[config.mk]
export PLATFORM = sky130hd
export DESIGN_NAME = arc_req_decode
export DESIGN_NICKNAME = d
export VERILOG_FILES = /design/src/arc_pkg.sv /design/src/arc_req_decode.sv
export SDC_FILE = /design/constraint.sdc
export NUM_CORES = 1
export LEC_CHECK = 0
export ABC_AREA = 1
export BUFFER_PORTS_ARGS = -buffer_cell sky130_fd_sc_hd__clkbuf_2
export CAP_MARGIN = 20
export CORE_ASPECT_RATIO = 1.2
export CORE_MARGIN = 2
export CORE_UTILIZATION = 32
export DETAILED_ROUTE_END_ITERATION = 10
export PLACE_DENSITY = 0.6
export SLEW_MARGIN = 15
export SYNTH_ARGS = -nofsm -noshare
export SYNTH_HDL_FRONTEND = slang
export SYNTH_SLANG_ARGS = --single-unit
[constraint.sdc]
create_clock -name vclk -period 1.7
set_input_delay 0.085 -clock vclk [all_inputs]
set_output_delay 0.085 -clock vclk [all_outputs]
set_load 0.05 [all_outputs]
[src/arc_pkg.sv]
// Constants and types shared by the atomic request completer checks
package arc_pkg;

    // ------------------------------------------------------------------
    // Widths
    // ------------------------------------------------------------------
    localparam int ARC_LEN_W = 10;
    localparam int ARC_ADDR_W = 64;
    localparam int ARC_FUNC_W = 3;
    localparam int ARC_NUM_FUNC = 8;
    localparam int ARC_ID_W = 16;
    localparam int ARC_TAG_W = 10;
    localparam int ARC_OPND_W = 256;
    localparam int ARC_RES_W = 128;
    localparam int ARC_CAP_W = 16;

    // ------------------------------------------------------------------
    // Encodings
    // ------------------------------------------------------------------
    typedef enum logic [1:0] {
        ARC_OP_FETCHADD = 2'b00,
        ARC_OP_SWAP = 2'b01,
        ARC_OP_CAS = 2'b10,
        ARC_OP_RSVD = 2'b11
    } arc_op_e;

    typedef enum logic [1:0] {
        ARC_SZ_32 = 2'b00,
        ARC_SZ_64 = 2'b01,
        ARC_SZ_128 = 2'b10,
        ARC_SZ_NONE = 2'b11
    } arc_size_e;

    // Length field values in dwords
    localparam logic [ARC_LEN_W-1:0] ARC_LEN_1DW = 10'h001;
    localparam logic [ARC_LEN_W-1:0] ARC_LEN_2DW = 10'h002;
    localparam logic [ARC_LEN_W-1:0] ARC_LEN_4DW = 10'h004;
    localparam logic [ARC_LEN_W-1:0] ARC_LEN_8DW = 10'h008;

    typedef enum logic [2:0] {
        ARC_CPL_SC = 3'b000,
        ARC_CPL_UR = 3'b001,
        ARC_CPL_CA = 3'b100
    } arc_status_e;

    typedef enum logic [2:0] {
        ARC_CL_EXEC = 3'b000,
        ARC_CL_MALFORMED = 3'b001,
        ARC_CL_POISON = 3'b010,
        ARC_CL_UNSUP = 3'b011,
        ARC_CL_ABORT = 3'b100
    } arc_class_e;

    typedef enum logic [1:0] {
        ARC_ST_IDLE = 2'b00,
        ARC_ST_MEM = 2'b01,
        ARC_ST_WAIT = 2'b10,
        ARC_ST_CPL = 2'b11
    } arc_state_e;

endpackage

[src/arc_req_decode.sv]
// Combinational classifier for one atomic read-modify-write request
`timescale 1ns/100ps
module arc_req_decode
    import arc_pkg::*;
(
    input wire arc_op_e op, // Operation type
    input wire logic [ARC_LEN_W-1:0] len, // Length field in dwords
    input wire logic poisoned, // Request is poisoned
    input wire logic [ARC_FUNC_W-1:0] func, // Target function
    input wire logic [ARC_ADDR_W-1:0] addr, // Target address
    input wire logic [ARC_NUM_FUNC-1:0] func_atomic_cap, // Function can complete atomics
    input wire logic [ARC_NUM_FUNC-1:0] func_has_bar, // Function has memory windows
    input wire logic [ARC_CAP_W-1:0] cap_mask, // Supported {op,size} pairs
    input wire logic [ARC_ADDR_W-1:0] exec_base, // Execution window low bound
    input wire logic [ARC_ADDR_W-1:0] exec_limit, // Execution window high bound
    input wire logic vtab_en, // Vector table region present
    input wire logic [ARC_ADDR_W-1:0] vtab_base, // Vector table low bound
    input wire logic [ARC_ADDR_W-1:0] vtab_limit, // Vector table high bound
    output arc_size_e size, // Operand size
    output arc_class_e cls // Outcome class
);

    // ------------------------------------------------------------------
    // Operand size from length
    // ------------------------------------------------------------------
    wire is_cas = (op == ARC_OP_CAS);
    wire sz32 = is_cas ? (len == ARC_LEN_2DW) : (len == ARC_LEN_1DW);
    wire sz64 = is_cas ? (len == ARC_LEN_4DW) : (len == ARC_LEN_2DW);
    wire sz128 = is_cas && (len == ARC_LEN_8DW);
    // A reserved op has no defined size; judge its length against all legal values
    wire len_any = (len == ARC_LEN_1DW) || (len == ARC_LEN_2DW)
        || (len == ARC_LEN_4DW) || (len == ARC_LEN_8DW);
    wire len_ok = (op == ARC_OP_RSVD) ? len_any : (sz32 || sz64 || sz128);

    assign size = sz32 ? ARC_SZ_32 : sz64 ? ARC_SZ_64 : sz128 ? ARC_SZ_128 : ARC_SZ_NONE;

    // ------------------------------------------------------------------
    // Support and address checks
    // ------------------------------------------------------------------
    wire [3:0] cap_idx = {op, size};
    wire func_ok = func_atomic_cap[func] && func_has_bar[func];
    wire type_ok = (op != ARC_OP_RSVD) && (size != ARC_SZ_NONE) && cap_mask[cap_idx];
    wire in_win = (addr >= exec_base) && (addr <= exec_limit);
    wire in_vtab = vtab_en && (addr >= vtab_base) && (addr <= vtab_limit);

    // Precedence: malformed, poisoned, unsupported, abort, execute
    assign cls = !len_ok ? ARC_CL_MALFORMED
        : poisoned ? ARC_CL_POISON
        : !(func_ok && type_ok) ? ARC_CL_UNSUP
        : (!in_win || in_vtab) ? ARC_CL_ABORT
        : ARC_CL_EXEC;

endmodule
Word level (Yosys, flattened, before mapping)
Index checks and enable logic that the tools add are counted.

word-level totals
  flip-flop bits (word level) = 0
  bits of input ports = 369
  output and inout port bits = 5
  logic and storage cells = 45

operators by class
  order comparisons = 6
  equal/unequal tests = 8
  multiplexer cells = 16
  reduce and logical (&&, ||, !) cells = 15

operators by type and width
  operator                                               count
  >= comparator 64 bit                                   2
  less-or-equal comparator 64 bit                        2
  2-to-1 mux 3 bit                                       4
  equality test 10 x 1 -> 1 bit (second input constant)  1
  equality test 10 x 2 -> 1 bit (second input constant)  1
  equality test 10 x 3 -> 1 bit (second input constant)  1
  equality test 10 x 4 -> 1 bit (second input constant)  1
  logical AND 1 bit                                      8
  2-to-1 mux 1 bit                                       7
  binary-select mux 1 bit (select 3 bit)                 2
  logical OR 1 bit                                       6
  < comparator 4 x 5 -> 1 bit (second input constant)    1
  binary-select mux 1 bit (select 4 bit)                 1
  equality test 2 bit (second input constant)            2
  < comparator 3 x 4 -> 1 bit (second input constant)    1
  2-to-1 mux 2 bit                                       2
  inequality test 2 bit (second input constant)          2
  zero test 1 bit                                        1

Depth between registers and ports, before layout
  depth after elaboration = 12
  mapped depth = 19
  gate-level depth less buffers = 19

Least setup slack after synthesis
OpenSTA, ideal clock, no wires.

  path kind = input to output
  start point = input vtab_base[31]
  end point = output cls[2]
  data arrival time = 1729 ps
  data required time = 1615 ps
  setup slack = -114 ps
  stages = 12
  buffers on the path = 0
  path through = inv_1 > ha_1 > nand2_1 > nor2_1 > nor3b_1 > and3_1 > nand2_1 > nand2_1 > nand2_1 > nand3_1 > nand3_1 > a21oi_2

on the way
  word-level cells in the longest chain between the ends = 8

ends and longest elaborated chain
  item                            line                  RTL
  from (decl)                     arc_req_decode.sv:17  input wire logic [ARC_ADDR_W-1:0] vtab_base,
  >= comparator 64 bit            arc_req_decode.sv:44  wire in_vtab = vtab_en && (addr >= vtab_base) && (addr <= vtab_limit);
  logical AND 1 bit (2 in a row)  arc_req_decode.sv:44
  logical OR 1 bit                arc_req_decode.sv:50  : (!in_win || in_vtab) ? ARC_CL_ABORT
  2-to-1 mux 3 bit                arc_req_decode.sv:50
  2-to-1 mux 3 bit                arc_req_decode.sv:49  : !(func_ok && type_ok) ? ARC_CL_UNSUP
  2-to-1 mux 3 bit                arc_req_decode.sv:48  : poisoned ? ARC_CL_POISON
  2-to-1 mux 3 bit                arc_req_decode.sv:47  assign cls = !len_ok ? ARC_CL_MALFORMED
  to (decl)                       arc_req_decode.sv:20  output arc_class_e cls

Every way passes these cells.

Worst setup path after layout
  start point = input addr[45]
  end point = output cls[2]

on the way
  word-level cells in the longest chain between the ends = 8
  elaborated cells on any way between the ends = 13
  classes of those cells = 4 x order compare; 4 x mux; 5 x reduce/logical

ends and longest elaborated chain
  item                                                         line                                        RTL
  from (decl)                                                  arc_req_decode.sv:10                        input wire logic [ARC_ADDR_W-1:0] addr,
  >= comparator 64 bit (tied with other cells)                 arc_req_decode.sv:43                        wire in_win = (addr >= exec_base) && (addr <= exec_limit);
  logical AND 1 bit (on tied branches)                         arc_req_decode.sv:43, arc_req_decode.sv:44
  zero test 1 bit / logical AND 1 bit (equally long branches)  arc_req_decode.sv:50, arc_req_decode.sv:44
  logical OR 1 bit *                                           arc_req_decode.sv:50
  2-to-1 mux 3 bit *                                           arc_req_decode.sv:50
  2-to-1 mux 3 bit *                                           arc_req_decode.sv:49
  2-to-1 mux 3 bit *                                           arc_req_decode.sv:48
  2-to-1 mux 3 bit *                                           arc_req_decode.sv:47

Every way passes the cells marked *; elsewhere a longest branch is shown, timed or not.

==> flow_summary_export.csv <==
group,metric,value,unit
placed_design,gp_congestion,0.878,
synth,synth_area,7190,µm²
setup_path,cp.required,1.62,ns
synth,yosysSeqAreaShare,0,
route,routed_wl,26700,µm
floorplan,core,22200,µm²
clock_tree,ctsHoldBuffers,0,
pwr,clockPowerShare,0,
pwr,netSwitchingFraction,0.526,
pwr,power_density,227,nW/µm²
setup_path,critPathCapture,"cls[2]",
cells_and_area,mostFrequentLayoutCell,"clkbuf_2",
placed_design,io_buffers,366,
timing,period_minus_slack,2.04,ns
timing,min_period_over_period,1.20,
cells_and_area,drive_above_1_share,0.371,
synth,ys_warn_count,0,
timing,slew_headroom,0.801,
pwr,combPwrFrac,1.000,
placed_design,dp_hpwl,23900,µm
synth,netlist_instances,1178,
synth,synth.area.top_cells,"ha_1 (45%), inv_1 (16%), nand2_1 (13%)",
route,wire_per_inst,14.0,µm
floorplan,fp.dieW,141,µm
timing,rsz0062_at_grt,"true",
grt,track_usage,0.207,
cells_and_area,n_fill_cell,2274,
cells_and_area,seq_cells,0,
floorplan,die_height,168,µm
pwr,leakage,6.86,nW
floorplan,initial_core_util,0.324,
timing,setup_viol_count_final,1,
placed_design,dpl_cell_area,9900,µm²
status,status,"complete, but fails checks",
route,drtPass1Iterations,4,
grt,grt_overflow,0,
timing,max_freq,491,MHz
pwr,intPower,0.00119,W
route,drt_iter0_markers,193,
timing,worst_pin_slew,0.297,ns
setup_path,path_class,"primary input to output pin",
grt,grt_max_degree,10,
route,vias,8913,
route,via_per_inst,4.68,
setup_path,end_kind,"output pin",
setup_path,worstPathMaxFanout,4,
synth,synth_cell_type_count,28,
cells_and_area,layout-area-overhead-vs-synth,53.2,%
timing,hold_viol_final,0,
cells_and_area,ff_latch_area,0,µm²
floorplan,io-pin-count,374,
timing,report.final.slew_viol_count,0,
grt,first_global_vias,8597,
flow_run,drv_cap,0,
pwr,p_sw,0.00132,W
synth,syn_area_per_cell,6.11,µm²
setup_path,startpoint_type,"primary input",
floorplan,die-area,23700,µm²
grt,antenna_found_initial,5,
cells_and_area,nets,2251,
floorplan,row_count,60,
grt,grt_pass1_wl,39800,µm
cells_and_area,finalInstanceArea,11000,µm²
cells_and_area,layout_common_cells,"clkbuf_2 (343), inv_1 (298), nand2_1 (233)",
route,post-route-drc-count,0,
synth,yosysTopAreaCell,"ha_1",
setup_path,cp_data_arrival_time,1.95,ns
pwr,sequentialPowerShare,0,
route,antenna_left,0,
synth,synth.top_cell.area_share,0.445,
cells_and_area,clock_buffers,0,
timing,setup_ws,-0.336,ns
synth,synth_nets,1803,
min_path,holdCritPathClass,"primary input to output pin",
pwr,vdd_drop_max,0.115,mV
status,violations,"setup timing",
timing,timing.hold.ws,0.579,ns
setup_path,critical_path.startpoint,"addr[45]",
## routing by layer
metal	share of wire	vias up	GRT usage	wire [µm]
li1	-	4690	-	-
met4	0.023	4	0.0365	611
met2	0.54	291	0.427	14500
met3	0.057	41	0.0273	1530
met1	0.38	3887	0.221	10000
met5	0.00094	-	0	25
## cells in the mapped netlist (2+ instances only)
cell type	number
nand2_1	256
inv_2	4
nor2_1	61
o21ai_1	2
nor4_1	4
a21oi_1	133
and3_1	2
o21a_1	15
nor3b_1	4
nand4_1	13
o21ai_0	38
nor2_2	6
inv_1	308
nand2_2	3
nand3_1	42
ha_1	256
nand3_2	5
nor3_1	14
nor2_4	3
## power by group through the flow
stage | Combinational, W | Clock, W | Sequential [W]
6_report | 0.00250 | 0.000000000236 | 0
5_1_grt | 0.00287 | 0.000000000158 | 0
4_1_cts | 0.00231 | 0 | 0
3_5_place_dp | 0.00220 | 0 | 0
3_3_place_gp | 0.00215 | 0 | 0
2_1_floorplan | 0.00119 | 0 | 0
## stage by stage
step | cells | setup TNS [ns] | total power (W) | setup slack, ns | util
floorplan | 1178 | 0 | 0.00119 | 0.0156 | -
global placement | 1890 | -0.731 | 0.00215 | -0.673 | 0.445
detailed placement | 1890 | -0.780 | 0.00220 | -0.698 | 0.445
CTS | 1892 | -0.397 | 0.00231 | -0.397 | 0.461
global route | 1905 | -0.551 | 0.00287 | -0.447 | 0.496
finish | 1906 | -0.336 | 0.00250 | -0.336 | 0.496
## area by class of cell
class / count / area, µm² / area share
well taps: 279 / 349 / 0.0317
multi-input cells: 865 / 6890 / 0.625
diodes: 3 / 7.51 / 0.000681
inverters: 313 / 1180 / 0.107
repair buffers: 446 / 2590 / 0.235
## worst min path at each step
stage | to | cells past startpoint | startpoint | slack (ns)
6_report | cls[0] | 5 | poisoned | 0.58
5_1_grt | cls[0] | 5 | poisoned | 0.62
4_1_cts | cls[0] | 5 | poisoned | 0.61
3_5_place_dp | cls[0] | 5 | poisoned | 0.62
3_3_place_gp | cls[0] | 5 | poisoned | 0.61
2_1_floorplan | cls[2] | 3 | poisoned | 0.37
## critical path, cell delays in order
cell,delay [ns]
clkbuf_16,0.13
buf_4,0.14
ha_4,0.26
nand2_2,0.08
nor4_4,0.28
buf_4,0.17
and3_4,0.18
nand2_2,0.05
nand2_2,0.05
nand2_2,0.05
nand2_2,0.06
inv_2,0.04
a21oi_4,0.21
buf_12,0.16
## what timing repair did
action,CTS,global route
endpoints found under the setup margin,2,3
pin swaps,15,60
buffers inserted,2,11
resized for setup,60,148
## cell families after synthesis
family / share of synthesized area
AOI/OAI and AO/OA: 0.140
buffers and inverters: 0.164
adders and majority gates: 0.445
and+or+nand+nor: 0.251
(Power assumes the default switching activity.)
